File: config.mk
export PLATFORM = sky130hd
export DESIGN_NAME = drive_status_cmd
export DESIGN_NICKNAME = d
export VERILOG_FILES = /design/src/design/drive_status_cmd.v
export VERILOG_INCLUDE_DIRS = /design/src /design/src/include
export SDC_FILE = /design/constraint.sdc
export NUM_CORES = 1
export LEC_CHECK = 0
export ABC_AREA = 1
export ABC_CLOCK_PERIOD_IN_PS = 1600
export BUFFER_PORTS_ARGS = -buffer_cell sky130_fd_sc_hd__buf_2
export CAP_MARGIN = 20
export CORE_UTILIZATION = 52
export CTS_CLUSTER_DIAMETER = 100
export DETAILED_ROUTE_END_ITERATION = 8
export PLACE_DENSITY = 0.86
export SLEW_MARGIN = 30
export SYNTH_ARGS = -nofsm -noshare
export SYNTH_HDL_FRONTEND = slang
export SYNTH_SLANG_ARGS = --single-unit
File: constraint.sdc
create_clock -name clk -period 1.6 [get_ports clk]
set_input_delay 0.24 -clock clk [delete_from_list [all_inputs] [get_ports clk]]
set_output_delay 0.24 -clock clk [all_outputs]
set_load 0.01 [all_outputs]
File: src/include/drive_status_defs.vh
// constants for the drive status and parameter command block
`ifndef DRIVE_STATUS_DEFS_VH
`define DRIVE_STATUS_DEFS_VH

// register indices (word address = index)
`define REG_CTRL          4'h0
`define REG_MENU_CMD      4'h1
`define REG_RESET_PAR     4'h2
`define REG_MODE          4'h3
`define REG_BRAKE_ACC     4'h4
`define REG_MOTOR_ACC     4'h5
`define REG_DRIVE_THERM   4'h6
`define REG_STATUS        4'h7
`define REG_ALARM         4'h8
`define REG_EVENT         4'h9

// control register fields
`define CTRL_SW_EN_BIT    0
`define CTRL_RESET_VAL    32'h0000_0001

// command codes
`define CMD_NONE          16'h0000
`define CMD_SAVE          16'h03E8
`define CMD_SAVE_UV       16'h03E9
`define CMD_DEF50         16'h04D1
`define CMD_DEF60         16'h04DC
`define RESET_CODE        16'h0064

// operating modes
`define MODE_SCALAR       2'h1
`define MODE_FLUX         2'h2

// thresholds, per mille of trip value / percent
`define THR_BRAKE_PM      16'h02EE
`define THR_MOTOR_PM      16'h02EE
`define THR_LOAD_PCT      16'h0064
`define THR_DRIVE_PCT     16'h005A

// status indication codes
`define ST_BLOCKED        3'h0
`define ST_ARMED_IDLE     3'h1
`define ST_STOP           3'h2
`define ST_MAINS_DROP     3'h3
`define ST_DC_BRAKE       3'h4
`define ST_FAULT_HALT     3'h5
`define ST_UNDER_VOLT     3'h6
`define ST_RUN            3'h7

// alarm bit positions
`define AL_BRAKE          0
`define AL_MOTOR          1
`define AL_DRIVE          2
`define AL_TUNE           3
`define AL_TRAVEL         4
`define AL_SLOT           5
`define AL_MAINS_LOW      6
`define AL_CLAMP          7

// alternation period in clocks (0.5 s at 10 MHz)
`define ALT_TIME_MS       500
`define CLK_KHZ           10000
`define ALT_CYCLES        (`ALT_TIME_MS * `CLK_KHZ)

`endif

File: src/design/drive_status_cmd.v
// drive status selector, alarm overlay and parameter command interpreter
//
// The plain strobed port and the register offsets were chosen for this implementation.
`timescale 1ns/100ps
`default_nettype none
`include "drive_status_defs.vh"

////////////////////////////////////////////////////////////////////////////////
module drive_status_cmd #(
   parameter ALT_CYCLES = `ALT_CYCLES
)(
   input  wire        clk,
   input  wire        rstn,
   input  wire [3:0]  addr,
   input  wire [31:0] wdata,
   input  wire        wr,
   input  wire        rd,
   output reg  [31:0] rdata,
   input  wire        hw_enable,
   input  wire        run_cmd,
   input  wire        zero_speed,
   input  wire        supply_loss,
   input  wire        dc_inject,
   input  wire        trip,
   input  wire [7:0]  trip_code,
   input  wire        under_volt,
   input  wire        autotune_busy,
   input  wire        limit_stop,
   input  wire        slot_alarm,
   input  wire        low_ac,
   input  wire        current_limit,
   input  wire [15:0] load_pct,
   input  wire        editing,
   input  wire        key_reset,
   input  wire        basic_enter,
   input  wire        save_done,
   output reg         output_stage_on,
   output reg  [2:0]  status_code,
   output reg  [7:0]  shown_trip,
   output reg         show_alarm,
   output reg  [7:0]  alarms,
   output reg         save_req,
   output reg         load_def50,
   output reg         load_def60,
   output reg  [1:0]  op_mode
);

   ////////////////////////////////////////////////////////////////////////////
   // pin synchronisers: three stages, a change counts when stages 2 and 3 agree
   localparam NSYNC = 15;
   wire [NSYNC-1:0] pin_in;
   reg  [NSYNC-1:0] s1_r;
   reg  [NSYNC-1:0] s2_r;
   reg  [NSYNC-1:0] s3_r;
   reg  [NSYNC-1:0] pin_r;
   assign pin_in = {basic_enter, key_reset, editing, current_limit, low_ac, slot_alarm,
                    limit_stop, autotune_busy, under_volt, trip, dc_inject, supply_loss,
                    zero_speed, run_cmd, hw_enable};
   genvar gi;
   generate
      for (gi = 0; gi < NSYNC; gi = gi + 1)
      begin : g_sync
         always @(posedge clk or negedge rstn)
         begin
            if (!rstn)
            begin
               s1_r[gi]  <= 1'b0;
               s2_r[gi]  <= 1'b0;
               s3_r[gi]  <= 1'b0;
               pin_r[gi] <= 1'b0;
            end
            else
            begin
               s1_r[gi] <= pin_in[gi];
               s2_r[gi] <= s1_r[gi];
               s3_r[gi] <= s2_r[gi];
               if (s2_r[gi] == s3_r[gi])
                  pin_r[gi] <= s3_r[gi];
            end
         end
      end
   endgenerate
   wire hw_en_s  = pin_r[0];
   wire run_s    = pin_r[1];
   wire zero_s   = pin_r[2];
   wire sloss_s  = pin_r[3];
   wire dcinj_s  = pin_r[4];
   wire trip_s   = pin_r[5];
   wire uv_s     = pin_r[6];
   wire tune_s   = pin_r[7];
   wire limit_s  = pin_r[8];
   wire slot_s   = pin_r[9];
   wire lowac_s  = pin_r[10];
   wire ilim_s   = pin_r[11];
   wire edit_s   = pin_r[12];
   wire key_s    = pin_r[13];
   wire enter_s  = pin_r[14];
   reg  key_d_r;
   reg  enter_d_r;

   ////////////////////////////////////////////////////////////////////////////
   // software registers
   reg  [31:0] ctrl_r;
   reg  [15:0] menu_cmd_r;
   reg  [15:0] brake_acc_r;
   reg  [15:0] motor_acc_r;
   reg  [15:0] drive_therm_r;
   reg  [2:0]  events_r;
   wire        sw_en = ctrl_r[`CTRL_SW_EN_BIT];
   wire        enabled = hw_en_s & sw_en;
   wire        wr_reset = wr && (addr == `REG_RESET_PAR) && (wdata[15:0] == `RESET_CODE);
   wire        wr_mode = wr && (addr == `REG_MODE) && !enabled &&
                         ((wdata[1:0] == `MODE_SCALAR) || (wdata[1:0] == `MODE_FLUX)) &&
                         (wdata[31:2] == 30'h0) && (wdata[1:0] != op_mode);
   wire        trigger = (key_s & ~key_d_r) | wr_reset;
   wire        enter_edge = enter_s & ~enter_d_r;
   reg         save_nxt;
   reg         d50_nxt;
   reg         d60_nxt;
   reg         clr_cmd;

   // armed command decode on reset trigger
   always @*
   begin
      save_nxt = 1'b0;
      d50_nxt  = 1'b0;
      d60_nxt  = 1'b0;
      clr_cmd  = 1'b0;
      if (trigger)
      begin
         if (uv_s)
         begin
            if (menu_cmd_r == `CMD_SAVE_UV)
               save_nxt = 1'b1;
         end
         else if (menu_cmd_r == `CMD_SAVE)
            save_nxt = 1'b1;
         if (!enabled && (menu_cmd_r == `CMD_DEF50))
            d50_nxt = 1'b1;
         if (!enabled && (menu_cmd_r == `CMD_DEF60))
            d60_nxt = 1'b1;
         clr_cmd = save_nxt | d50_nxt | d60_nxt;
      end
      if (wr_mode)
         save_nxt = 1'b1;
      if (enter_edge)
         save_nxt = 1'b1;
   end

   always @(posedge clk or negedge rstn)
   begin
      if (!rstn)
      begin
         ctrl_r        <= `CTRL_RESET_VAL;
         menu_cmd_r    <= `CMD_NONE;
         brake_acc_r   <= 16'h0000;
         motor_acc_r   <= 16'h0000;
         drive_therm_r <= 16'h0000;
         op_mode       <= `MODE_SCALAR;
         save_req      <= 1'b0;
         load_def50    <= 1'b0;
         load_def60    <= 1'b0;
         events_r      <= 3'h0;
         key_d_r       <= 1'b0;
         enter_d_r     <= 1'b0;
      end
      else
      begin
         key_d_r   <= key_s;
         enter_d_r <= enter_s;
         // advanced-menu writes only store, except a legal mode change, which also requests a save
         if (wr && addr == `REG_CTRL)
            ctrl_r <= wdata;
         if (clr_cmd)
            menu_cmd_r <= `CMD_NONE;
         else if (wr && addr == `REG_MENU_CMD)
            menu_cmd_r <= wdata[15:0];
         if (wr && addr == `REG_BRAKE_ACC)
            brake_acc_r <= wdata[15:0];
         if (wr && addr == `REG_MOTOR_ACC)
            motor_acc_r <= wdata[15:0];
         if (wr && addr == `REG_DRIVE_THERM)
            drive_therm_r <= wdata[15:0];
         if (wr_mode)
            op_mode <= wdata[1:0];
         // save and defaults pulses only; security status and code live elsewhere
         save_req   <= save_nxt | d50_nxt | d60_nxt;
         load_def50 <= d50_nxt;
         load_def60 <= d60_nxt;
         // sticky done events: set wins over clear
         events_r <= ((wr && addr == `REG_EVENT) ? (events_r & ~wdata[2:0]) : events_r)
                     | {save_done, d60_nxt, d50_nxt};
      end
   end

   ////////////////////////////////////////////////////////////////////////////
   // status selection and alarms
   reg [2:0] status_nxt;
   reg       stage_nxt;
   reg [7:0] alarm_nxt;
   always @*
   begin
      stage_nxt = 1'b1;
      if (trip_s)
      begin
         status_nxt = `ST_FAULT_HALT;
         stage_nxt  = 1'b0;
      end
      else if (uv_s)
      begin
         status_nxt = `ST_UNDER_VOLT;
         stage_nxt  = 1'b0;
      end
      else if (!enabled)
      begin
         status_nxt = `ST_BLOCKED;
         stage_nxt  = 1'b0;
      end
      else if (!run_s)
      begin
         status_nxt = `ST_ARMED_IDLE;
         stage_nxt  = 1'b0;
      end
      else if (sloss_s)
         status_nxt = `ST_MAINS_DROP;
      else if (dcinj_s)
         status_nxt = `ST_DC_BRAKE;
      else if (zero_s)
         status_nxt = `ST_STOP;
      else
         status_nxt = `ST_RUN;
      alarm_nxt = 8'h00;
      alarm_nxt[`AL_BRAKE]     = (brake_acc_r >= `THR_BRAKE_PM);
      alarm_nxt[`AL_MOTOR]     = (motor_acc_r >= `THR_MOTOR_PM) &&
                                 (load_pct > `THR_LOAD_PCT);
      alarm_nxt[`AL_DRIVE]     = (drive_therm_r > `THR_DRIVE_PCT);
      alarm_nxt[`AL_TUNE]      = tune_s;
      alarm_nxt[`AL_TRAVEL]    = limit_s;
      alarm_nxt[`AL_SLOT]      = slot_s;
      alarm_nxt[`AL_MAINS_LOW] = lowac_s;
      alarm_nxt[`AL_CLAMP]     = ilim_s;
   end

   // alternation timer for alarm overlay
   reg [31:0] alt_cnt_r;
   reg        phase_r;
   always @(posedge clk or negedge rstn)
   begin
      if (!rstn)
      begin
         alt_cnt_r       <= 32'h0;
         phase_r         <= 1'b0;
         status_code     <= `ST_BLOCKED;
         output_stage_on <= 1'b0;
         shown_trip      <= 8'h00;
         alarms          <= 8'h00;
         show_alarm      <= 1'b0;
      end
      else
      begin
         if (alt_cnt_r >= ALT_CYCLES - 1)
         begin
            alt_cnt_r <= 32'h0;
            phase_r   <= ~phase_r;
         end
         else
            alt_cnt_r <= alt_cnt_r + 32'h1;
         status_code     <= status_nxt;
         output_stage_on <= stage_nxt;
         shown_trip      <= trip_s ? trip_code : 8'h00;
         alarms          <= alarm_nxt;
         show_alarm      <= (alarm_nxt != 8'h00) && phase_r && !edit_s;
      end
   end

   ////////////////////////////////////////////////////////////////////////////
   // register read port
   always @(posedge clk or negedge rstn)
   begin
      if (!rstn)
         rdata <= 32'h0;
      else if (rd)
      begin
         if (addr == `REG_CTRL)
            rdata <= ctrl_r;
         else if (addr == `REG_MENU_CMD)
            rdata <= {16'h0, menu_cmd_r};
         else if (addr == `REG_MODE)
            rdata <= {30'h0, op_mode};
         else if (addr == `REG_BRAKE_ACC)
            rdata <= {16'h0, brake_acc_r};
         else if (addr == `REG_MOTOR_ACC)
            rdata <= {16'h0, motor_acc_r};
         else if (addr == `REG_DRIVE_THERM)
            rdata <= {16'h0, drive_therm_r};
         else if (addr == `REG_STATUS)
            rdata <= {19'h0, enabled, output_stage_on, shown_trip, status_code};
         else if (addr == `REG_ALARM)
            rdata <= {24'h0, alarms};
         else if (addr == `REG_EVENT)
            rdata <= {29'h0, events_r};
         else
            rdata <= 32'h0;
      end
      else
         rdata <= 32'h0;
   end

endmodule
`default_nettype wire

==> results.toml, run 1 <==
[power]
powerDensity_mw_per_mm2 = 1190
clockPowerShare_pct = 40.7
seqPwrFrac_pct = 47.9
worst_ir_drop_vdd_v = 0.000873
logic_pwr_share_pct = 11.4
switching_power_mw = 4.08
p_leak_nw = 6.53
internal_power_of_the_cells_mw = 11.8
switching_share_pct = 25.7

[setup_path]
worst_r2r_path_depth = 8
critical-path-max-stage-delay_ps = 400
critPathTopFamily = "simple AND/OR/NAND/NOR gates"
crit_arrival_ps = 1980
worstPathRequired_ps = 2010
crit_path_cell_chain = "nor2_1 -> nand2_1 -> nor3_1 -> and3b_1 -> nand2_1 -> nand2_2 -> buf_12 -> nor2_1"
worst_setup_path_start_kind = "flop"
critical-path-slowest-cell = "sky130_fd_sc_hd__dfrtp_1"
critical_path.max_fanout = 16
worstReg2RegStart = "menu_cmd_r[15]"
worst-path-stages = 8
worst-setup-path-type = "flop to flop"
end_kind = "flop"
crit_start = "menu_cmd_r[15]"
critical_path_buf_inv_count = 1

[clock_tree]
cts.htree.levels = 1
cts-root-to-sink-buffers = 3
cts.reportedPaths.clkPinSlew_ps = 60
worst_skew_pair.late_latency_ps = 530
clock_tree_from_tritoncts = "done"
cts_buffers = 26
clock_tree_root_driver_cell = "sky130_fd_sc_hd__clkbuf_16"
sinks_on_the_clock_net = 252

[synthesis]
postSynthRegisterBits = 252
syn_area_sq_mm = 0.0102
synthTopCellsByArea = "sky130_fd_sc_hd__dfrtp_1 (61%), sky130_fd_sc_hd__nand2_1 (8.3%), sky130_fd_sc_hd__o21ai_0 (5.7%), sky130_fd_sc_hd__inv_1 (4.8%), sky130_fd_sc_hd__nor2_1 (3.9%)"
syn_inst = 1102
synth_enable_flop_cells = 0
async_flop_share_pct = 100
yosys.cell_types.count = 40
portion_of_the_post_synthesis_area_used_by_sequential_elements_pct = 61.6
yosys.area.top_type = "sky130_fd_sc_hd__dfrtp_1"
most_repeated_cell_in_the_gate_level_netlist_after_synthesis = "sky130_fd_sc_hd__dfrtp_1"
synth_flop_cell = "sky130_fd_sc_hd__dfrtp_1"
syn_avg_cell_area_sq_um = 9.29
count_of_yosys_warnings_during_synthesis = 0
synth_common_cells = "sky130_fd_sc_hd__dfrtp_1 (250), sky130_fd_sc_hd__nand2_1 (227), sky130_fd_sc_hd__inv_1 (131)"
yosys.area.top_type_share_pct = 61.1

[outcome]
run_status = "finished, final reports clean"

[drt]
drtIter0Drc = 861
routed_via_density = 5.42
first_pass_drt_iterations = 5
totalWireLength_um = 28400
dr_total_vias = 8812
post_detailed_route_count_of_antenna_violating_nets = 0
avgRoutedWirePerCell_um = 17.5
post-route-drc-count = 0

[place]
preCtsSetupSlack_ps = -107
io_buffers = 137
place.gp.congestion = 0.931
post-dp-hpwl_um = 18200
cell_area_reported_after_detailed_placement_sq_mm = 0.0118

[layout]
area_delta_synth_final_pct = 30.0
final_design_area_no_fill_sq_mm = 0.0133
nets = 1427
layout-drive-gt1-share_pct = 23.1
fin_util_pct = 70.0
antenna_cells = 0

[timing]
post-route-min-period_ps = 1560
rsz0062_at_grt = "yes"
final_worst_slack_ps = 35.5
fmax_mhz = 639
number_of_pins_with_negative_max_slew_slack_in_the_final_report = 0
final.setup.tns_ps = 0
hold_ws_ps = 0.432
final_worst_path_period_share_pct = 97.8
max_slew.worst_pin.slew_ps = 519
setup_skew_after_layout_ps = 15.2
report.final.setup_viol = 0
timing_hold_violations_final = 0
relSlewSlack_pct = 65.4

[floorplanning]
die-area_sq_mm = 0.0203
core_sq_mm = 0.0190
initial_core_util_pct = 53.9
fp.dieH_um = 142
num_rows = 50
ios = 138
dieWidth_um = 142

[global_route]
grt_pass1_wl_um = 44000
maximum_number_of_pins_on_one_net_before_global_route_repair = 55
vias_in_the_first_global_route = 8697
antenna_violations_before_repair = 0
grt_use_total_pct = 28.3
grt-ovfl-total = 0

[min_path]
worst_hold_path_stage_count = 3
hold_path.class = "input pin to flop"
worstHoldStart = "wdata[26]"

[job]
maxCapViolations = 0
## power groups by stage
stage          registers, mW  logic (mW)  clock network (mW)
6_report                7.62        1.81                6.46
5_1_grt                 7.69        2.03                6.76
4_1_cts                 7.59        1.76                6.51
3_5_place_dp            7.68        1.66                   0
3_3_place_gp            7.65        1.58                   0
2_1_floorplan           7.57       0.889                   0
## repair_timing
item / in CTS / in global routing
buffers inserted: 0 / 6
hold buffers: 30 / 0
cloned: 0 / 2
endpoints found under the setup margin: 8 / 44
gates resized for setup: 6 / 45
hold endpoints to repair: 157 / 0
pin swaps: 0 / 7
## area by class of cell
cell class              count  area, sq um
well taps                 260          325
multi-input cells         688         3450
repair buffers            241         1770
flip-flops and latches    252         6320
clock inverters             9          130
inverters                 136          510
clock buffers              39          811
fillers                  1313         5700
## path summary, 6_finish.rpt
kind                       slack [ps]             to
max reg2reg                        40  menu_cmd_r[3]
min                               0.4     ctrl_r[26]
max                                40  menu_cmd_r[3]
min reg2reg                       340       s2_r[14]
max in group asynchronous         740      ctrl_r[0]
min in group asynchronous         210      rdata[23]
## worst reg2reg max path: stages (launching register included)
cell and delay (ps):
sky130_fd_sc_hd__dfrtp_1 400, sky130_fd_sc_hd__nor2_1 110, sky130_fd_sc_hd__nand2_1 110, sky130_fd_sc_hd__nor3_1 240, sky130_fd_sc_hd__and3b_1 230, sky130_fd_sc_hd__nand2_1 90, sky130_fd_sc_hd__nand2_2 90, sky130_fd_sc_hd__buf_12 140
sky130_fd_sc_hd__nor2_1 50
## sequential cells by signal, summed over array words and instances, names as in the netlist, 2 cells and up
| register | count |
|---|---|
| alarms | 8 |
| s1_r | 15 |
| op_mode | 2 |
| motor_acc_r | 16 |
| drive_therm_r | 16 |
| ctrl_r | 32 |
| shown_trip | 8 |
| s3_r | 15 |
| status_code | 3 |
| alt_cnt_r | 32 |
| menu_cmd_r | 16 |
| rdata | 32 |
| s2_r | 15 |
| brake_acc_r | 16 |
| events_r | 3 |
## cell usage in the layout, fill, tap and decap left out, types with 6 or more instances in the layout
cell                            instances
sky130_fd_sc_hd__nand2_2               12
sky130_fd_sc_hd__a21oi_1               40
sky130_fd_sc_hd__nor3_1                20
sky130_fd_sc_hd__dfrtp_2                6
sky130_fd_sc_hd__nand4_1               21
sky130_fd_sc_hd__clkbuf_8               9
sky130_fd_sc_hd__buf_2                136
sky130_fd_sc_hd__nand2_1              218
sky130_fd_sc_hd__o22ai_1                9
sky130_fd_sc_hd__buf_4                 57
sky130_fd_sc_hd__nor2_1                97
sky130_fd_sc_hd__xor2_1                 7
sky130_fd_sc_hd__nor4_1                 6
sky130_fd_sc_hd__clkbuf_16             29
sky130_fd_sc_hd__nor2_2                 6
sky130_fd_sc_hd__maj3_1                15
sky130_fd_sc_hd__inv_2                  6
sky130_fd_sc_hd__inv_1                129
sky130_fd_sc_hd__o21ai_1               25
sky130_fd_sc_hd__nand3_1               44
sky130_fd_sc_hd__xnor2_1                6
sky130_fd_sc_hd__o21ai_0              114
sky130_fd_sc_hd__dlygate4sd3_1         30
sky130_fd_sc_hd__nor2_4                 7
sky130_fd_sc_hd__dfrtp_1              244
sky130_fd_sc_hd__buf_12                15
sky130_fd_sc_hd__conb_1                 9
## through the flow
step	power [mW]	std cells
final	15.9	1625
after global placement	9.23	1539
after CTS	15.9	1617
after floorplan	8.46	1110
after global routing	16.5	1625
after detailed placement	9.34	1539
## layer usage
layer  up-vias  part of all wire (%)  track usage [%]
li1       4041                     -                -
met1      4255                    40             37.4
met2       446                    49             47.7
met3        70                   8.4             5.79
met4         0                   2.9             7.92
met5         -                     0                0
## logic make-up (layout without fill, tap and decap cells)
family,Yosys count,count (layout),share of synthesized area (%)
adder cells (fa/ha/maj),17,17,1.71
XOR/XNOR,13,13,1.11
buffers and inverters,170,425,6.62
AO/OA/AOI/OAI,199,199,10.1
other,1,9,0.0366
flip-flops,252,252,61.6
AND/OR/NAND/NOR,450,450,18.8
Note: power is estimated with default switching activity, not from simulation.
==> run 2: changes to the inputs <==
==> constraint.sdc (replaced) <==
create_clock -name clk -period 1.6 [get_ports clk]
set_input_delay 0.24 -clock clk [delete_from_list [all_inputs] [get_ports clk]]
set_output_delay 0.24 -clock clk [all_outputs]
set_load 0.1 [all_outputs]
==> run 2 against run 1 <==
Against the previous run:
- setup slack lost 21 ps
- global-route usage is 0.55 points lower
- sequential cell count unchanged
- sequential share of layout area rose by 0.96 points
- first-iteration DRC count fell by 2.1%
- critical path depth is 7 lower
- cell count is 0.49% lower
- die area is the same
- clock power fell by 11%
- clock skew fell by 0.89 ps
- power fell by 0.58%
- critical endpoint is now op_mode[0]
- largest cell class unchanged
==> results.toml, run 2 (synthesized netlist as in run 1, its figures left out) <==
[outcome]
run_status = "finished, final reports clean"

[timing]
post-route-min-period_ps = 1590
fmax_mhz = 631
setup_skew_after_layout_ps = 14.3
max_slew.worst_pin.slew_ps = 512
number_of_pins_with_negative_max_slew_slack_in_the_final_report = 0
hold_ws_ps = 11.3
final.setup.tns_ps = 0
rsz0062_at_grt = "yes"
final_worst_path_period_share_pct = 99.1
final_worst_slack_ps = 14.3
report.final.setup_viol = 0
relSlewSlack_pct = 66.1
timing_hold_violations_final = 0

[setup_path]
worst-setup-path-type = "flop to output pin"
worst-path-stages = 1
crit_arrival_ps = 1350
critical_path.max_fanout = 3
crit_path_cell_chain = "buf_12"
worst_r2r_path_depth = 10
worstReg2RegStart = "alt_cnt_r[9]"
worstPathRequired_ps = 1360
worst_setup_path_start_kind = "flop"
critical-path-slowest-cell = "sky130_fd_sc_hd__dfstp_4"
crit-reg2reg-capture = "phase_r"
crit_start = "op_mode[0]"
end_kind = "output pin"
critical_path_buf_inv_count = 1
setup.worst_path.end = "op_mode[0]"
timing.reg2reg.setup_slack_ps = 60
critical-path-max-stage-delay_ps = 650
critPathTopFamily = "flip-flops"

[clock_tree]
cts-root-to-sink-buffers = 3
worst_skew_pair.late_latency_ps = 530
sinks_on_the_clock_net = 252
cts.htree.levels = 1
cts.reportedPaths.clkPinSlew_ps = 60
clock_tree_root_driver_cell = "sky130_fd_sc_hd__clkbuf_16"
cts_buffers = 25
clock_tree_from_tritoncts = "done"

[power]
design_power_total_mw = 15.8
worst_ir_drop_vdd_v = 0.00126
seqPwrFrac_pct = 48.2
powerDensity_mw_per_mm2 = 1210
logic_pwr_share_pct = 15.3
clockPowerShare_pct = 36.5
switching_share_pct = 29.5
switching_power_mw = 4.65
internal_power_of_the_cells_mw = 11.1
p_leak_nw = 6.41

[layout]
multiInputGateArea_sq_mm = 0.00339
fillers = 1376
fin_util_pct = 68.7
final_cell_mix = "sky130_fd_sc_hd__dfrtp_1 (245), sky130_fd_sc_hd__nand2_1 (224), sky130_fd_sc_hd__inv_1 (131), sky130_fd_sc_hd__buf_2 (122), sky130_fd_sc_hd__o21ai_0 (116)"
final-seq-area_sq_mm = 0.00632
reg_top3 = "alt_cnt_r: 32 flops, ctrl_r: 32 flops, rdata: 32 flops"
final_design_area_no_fill_sq_mm = 0.0131
number_of_non_filler_instances_in_the_completed_layout = 1617
area_delta_synth_final_pct = 27.5
layout_commonest_cell = "sky130_fd_sc_hd__dfrtp_1"
layout-drive-gt1-share_pct = 21.6
nets = 1422

[floorplanning]
die-area_sq_mm = 0.0203
core_sq_mm = 0.0190
num_rows = 50
initial_core_util_pct = 53.9
fp.dieH_um = 142
dieWidth_um = 142
ios = 138

[drt]
wl_met3_um = 2890
first_pass_drt_iterations = 5
met1Wirelength_um = 10900
routed_via_density = 5.42
totalWireLength_um = 27900
post-route-drc-count = 0
route.met2.wl_um = 13400
top_layer_used = "met4"
drtIter0Drc = 843
post_detailed_route_count_of_antenna_violating_nets = 0
dr_total_vias = 8759
avgRoutedWirePerCell_um = 17.3

[global_route]
vias_in_the_first_global_route = 8567
grt-ovfl-total = 0
grt_pass1_wl_um = 43300
grt_use_total_pct = 27.8
antenna_violations_before_repair = 1
maximum_number_of_pins_on_one_net_before_global_route_repair = 55

[place]
io_buffers = 137
placed_cells_incl_taps = 1539
place.gp.congestion = 0.940
post-dp-hpwl_um = 18200
cell_area_reported_after_detailed_placement_sq_mm = 0.0118
preCtsSetupSlack_ps = -155

[job]
maxCapViolations = 0

[min_path]
hold_path.class = "input pin to flop"
==> run 2: cell types whose count changed in the layout (fill, tap and decap cells not counted), sizes merged <==
cell | before | now
clkinv | 6 | 9
buf | 209 | 199
clkbuf | 41 | 38
bufinv | 3 | 2
inv | 135 | 136
diode | 0 | 1
dlygate4sd3 | 30 | 31
==> run 2: power groups by stage <==
stage	Combinational, mW	Sequential (mW)	Clock (mW)
after global placement	2.15	7.64	0
after detailed placement	2.25	7.68	0
final	2.41	7.62	5.77
after CTS	2.35	7.58	5.78
after global routing	2.64	7.68	6.08
after floorplan	0.889	8.15	0
==> run 2: worst min-delay path, stage by stage <==
cell and delay [ps]:
sky130_fd_sc_hd__buf_2 100, sky130_fd_sc_hd__inv_1 60, sky130_fd_sc_hd__o21ai_0 90
==> run 2: timing repair <==
item                                    4_1_cts  5_1_grt
resized for setup                             9       38
pin swaps                                     0        2
hold buffers                                 31        0
buffers inserted                              1        2
endpoints found under the setup margin        9       48
hold endpoints to repair                    216        0
==> run 2: final cells by class <==
class                      instances  area share (%)
sequential                       252            48.4
multi-input combinational        688            25.9
timing repair buffer             237            13.2
clock buffer                      31            5.19
inverter                         136            3.91
tap                              260            2.49
clock inverter                    12           0.891
antenna                            1          0.0192
==> run 2: worst min-delay path by stage <==
stage | depth (start not counted) | startpoint | to
floorplan | 0 | rstn | alarms[0]
global placement | 1 | rstn | rdata[23]
detailed placement | 1 | rstn | rdata[23]
CTS | 3 | wdata[26] | ctrl_r[26]
global route | 3 | wdata[26] | ctrl_r[26]
finish | 3 | wdata[28] | ctrl_r[28]
==> run 2: routing by layer <==
metal / track usage (%) / vias to the layer above
met4: 8.43 / 0
li1: - / 4034
met2: 46.1 / 500
met5: 0 / -
met3: 5.82 / 62
met1: 36.9 / 4163
==> run 3: changes to the inputs <==
CELL_PAD_IN_SITES_DETAIL_PLACEMENT = 0   (was default)
CELL_PAD_IN_SITES_GLOBAL_PLACEMENT = 1   (was default)
CORE_UTILIZATION = 40   (was 52)
SKIP_CTS_REPAIR_TIMING = 1   (was default)
==> run 3 against run 2 <==
Against the previous run:
- the run now ends with negative hold slack, negative setup slack left
- sequential power down 0.5%
- first-iteration DRC count down 40%
- global-route usage down 7.9 points
- combinational power about the same
- sequential share of layout area down 1.9 points
- critical path type unchanged
- largest cell class unchanged
- highest routed layer unchanged
==> results.toml, run 3 (synthesized netlist as in run 1, its figures left out) <==
[timing]
timing_hold_violations_final = 5
final_worst_path_period_share_pct = 101
relSlewSlack_pct = 66.1
post-route-min-period_ps = 1620
setup_skew_after_layout_ps = 18.6
report.final.setup_viol = 1
hold_ws_ps = -17.5
final_worst_slack_ps = -20.4
rsz0062_at_grt = "yes"
fmax_mhz = 617
final.setup.tns_ps = -20.4
number_of_pins_with_negative_max_slew_slack_in_the_final_report = 0
max_slew.worst_pin.slew_ps = 512

[layout]
antenna_cells = 0
nets = 1435
layout_commonest_cell = "sky130_fd_sc_hd__dfrtp_1"
multiInputGateArea_sq_mm = 0.00350
final-seq-area_sq_mm = 0.00632
fillers = 2311
reg_top3 = "alt_cnt_r: 32 flops, ctrl_r: 32 flops, rdata: 32 flops"
final_cell_mix = "sky130_fd_sc_hd__dfrtp_1 (247), sky130_fd_sc_hd__nand2_1 (221), sky130_fd_sc_hd__inv_1 (130), sky130_fd_sc_hd__o21ai_0 (115), sky130_fd_sc_hd__buf_2 (115)"
area_delta_synth_final_pct = 32.7
layout-drive-gt1-share_pct = 24.0

[setup_path]
critPathTopFamily = "flip-flops"
crit-reg2reg-capture = "rdata[12]"
setup.worst_path.end = "op_mode[0]"
worst-path-stages = 1
timing.reg2reg.setup_slack_ps = 50
worst-setup-path-type = "flop to output pin"
worstPathRequired_ps = 1360
crit_start = "op_mode[0]"
critical_path_buf_inv_count = 1
end_kind = "output pin"
worstReg2RegStart = "ctrl_r[0]"
critical-path-slowest-cell = "sky130_fd_sc_hd__dfstp_4"
crit_arrival_ps = 1380
worst_r2r_path_depth = 7
worst_setup_path_start_kind = "flop"
critical-path-max-stage-delay_ps = 650
critical_path.max_fanout = 4
crit_path_cell_chain = "buf_12"

[floorplanning]
fp.dieH_um = 162
initial_core_util_pct = 40.7
core_sq_mm = 0.0252
ios = 138
num_rows = 58
die-area_sq_mm = 0.0263
dieWidth_um = 162

[clock_tree]
worst_skew_pair.late_latency_ps = 540
cts_buffers = 27
cts.reportedPaths.clkPinSlew_ps = 70
cts-root-to-sink-buffers = 3
clock_tree_from_tritoncts = "done"
clock_tree_root_driver_cell = "sky130_fd_sc_hd__clkbuf_16"
sinks_on_the_clock_net = 252
cts.htree.levels = 1

[drt]
routed_via_density = 4.85
avgRoutedWirePerCell_um = 15.3
drtIter0Drc = 509
totalWireLength_um = 26000
first_pass_drt_iterations = 5
dr_total_vias = 8261
post_detailed_route_count_of_antenna_violating_nets = 0
post-route-drc-count = 0

[power]
design_power_total_mw = 16.4
p_leak_nw = 6.57
powerDensity_mw_per_mm2 = 1210
worst_ir_drop_vdd_v = 0.000721

[global_route]
maximum_number_of_pins_on_one_net_before_global_route_repair = 65
grt-ovfl-total = 0
grt_use_total_pct = 19.8
gr-usage-met2_pct = 33.3
grt_use_met3_pct = 3.24
antenna_violations_before_repair = 0
grt_pass1_wl_um = 41000
globalRoute.busiestLayer = "met2"
vias_in_the_first_global_route = 7795
global_route.usage.met1_pct = 26.1

[place]
post-dp-hpwl_um = 18200
place.gp.congestion = 0.862
io_buffers = 137

[outcome]
run_status = "finished with violations"
violated_checks = "negative hold slack, negative setup slack"

[job]
maxCapViolations = 0

[min_path]
hold_path.class = "input pin to flop"
==> run 3: cell types whose count changed in the layout (fill, tap and decap cells not counted), moves of 6 or more <==
cell	change
sky130_fd_sc_hd__nor2_2	+8
sky130_fd_sc_hd__buf_2	-7
sky130_fd_sc_hd__nor3_2	+6
sky130_fd_sc_hd__nor2_1	-12
sky130_fd_sc_hd__nor3_1	-6
sky130_fd_sc_hd__clkbuf_4	+13
==> run 3: cell type report <==
class / count / area share, %
Clock buffer: 35 / 5.63
Clock inverter: 15 / 1.25
Inverter: 136 / 3.75
Multi-Input combinational cell: 688 / 25.7
Sequential cell: 252 / 46.5
Tap cell: 330 / 3.04
Timing Repair Buffer: 248 / 14.1
==> run 3: worst min-delay path by stage <==
stage / start / slack, ps / depth (start not counted) / to
detailed placement: rstn / 170 / 1 / dcinj_s
floorplan: rstn / -60 / 0 / alarms[0]
finish: wdata[27] / -20 / 3 / ctrl_r[27]
global placement: rstn / 170 / 1 / dcinj_s
global route: wdata[27] / -0.01 / 3 / ctrl_r[27]
CTS: rstn / -410 / 1 / dcinj_s
==> run 3: power by group <==
group	leakage, nW	total (mW)	internal [mW]	switching, mW
logic	2.95	2.39	0.800	1.59
registers	3.17	7.58	7.08	0.499
clock network	0.455	6.47	3.87	2.60
==> run 3: per-stage QoR <==
step	std cells	instance area, sq um	setup slack (ps)	utilization (%)
after global placement	1614	12000	-594	47.5
after CTS	1664	12900	-47.0	51.2
after detailed placement	1614	12000	-593	47.5
after global routing	1704	13600	-92.3	54.0
final	1704	13600	-20.4	54.0
after floorplan	1110	10300	50.6	-
==> run 3: routing by layer <==
metal	share of wire [%]	vias up
met5	0	-
met1	43	3943
met3	4.4	51
met2	49	204
met4	3.0	0
li1	-	4063
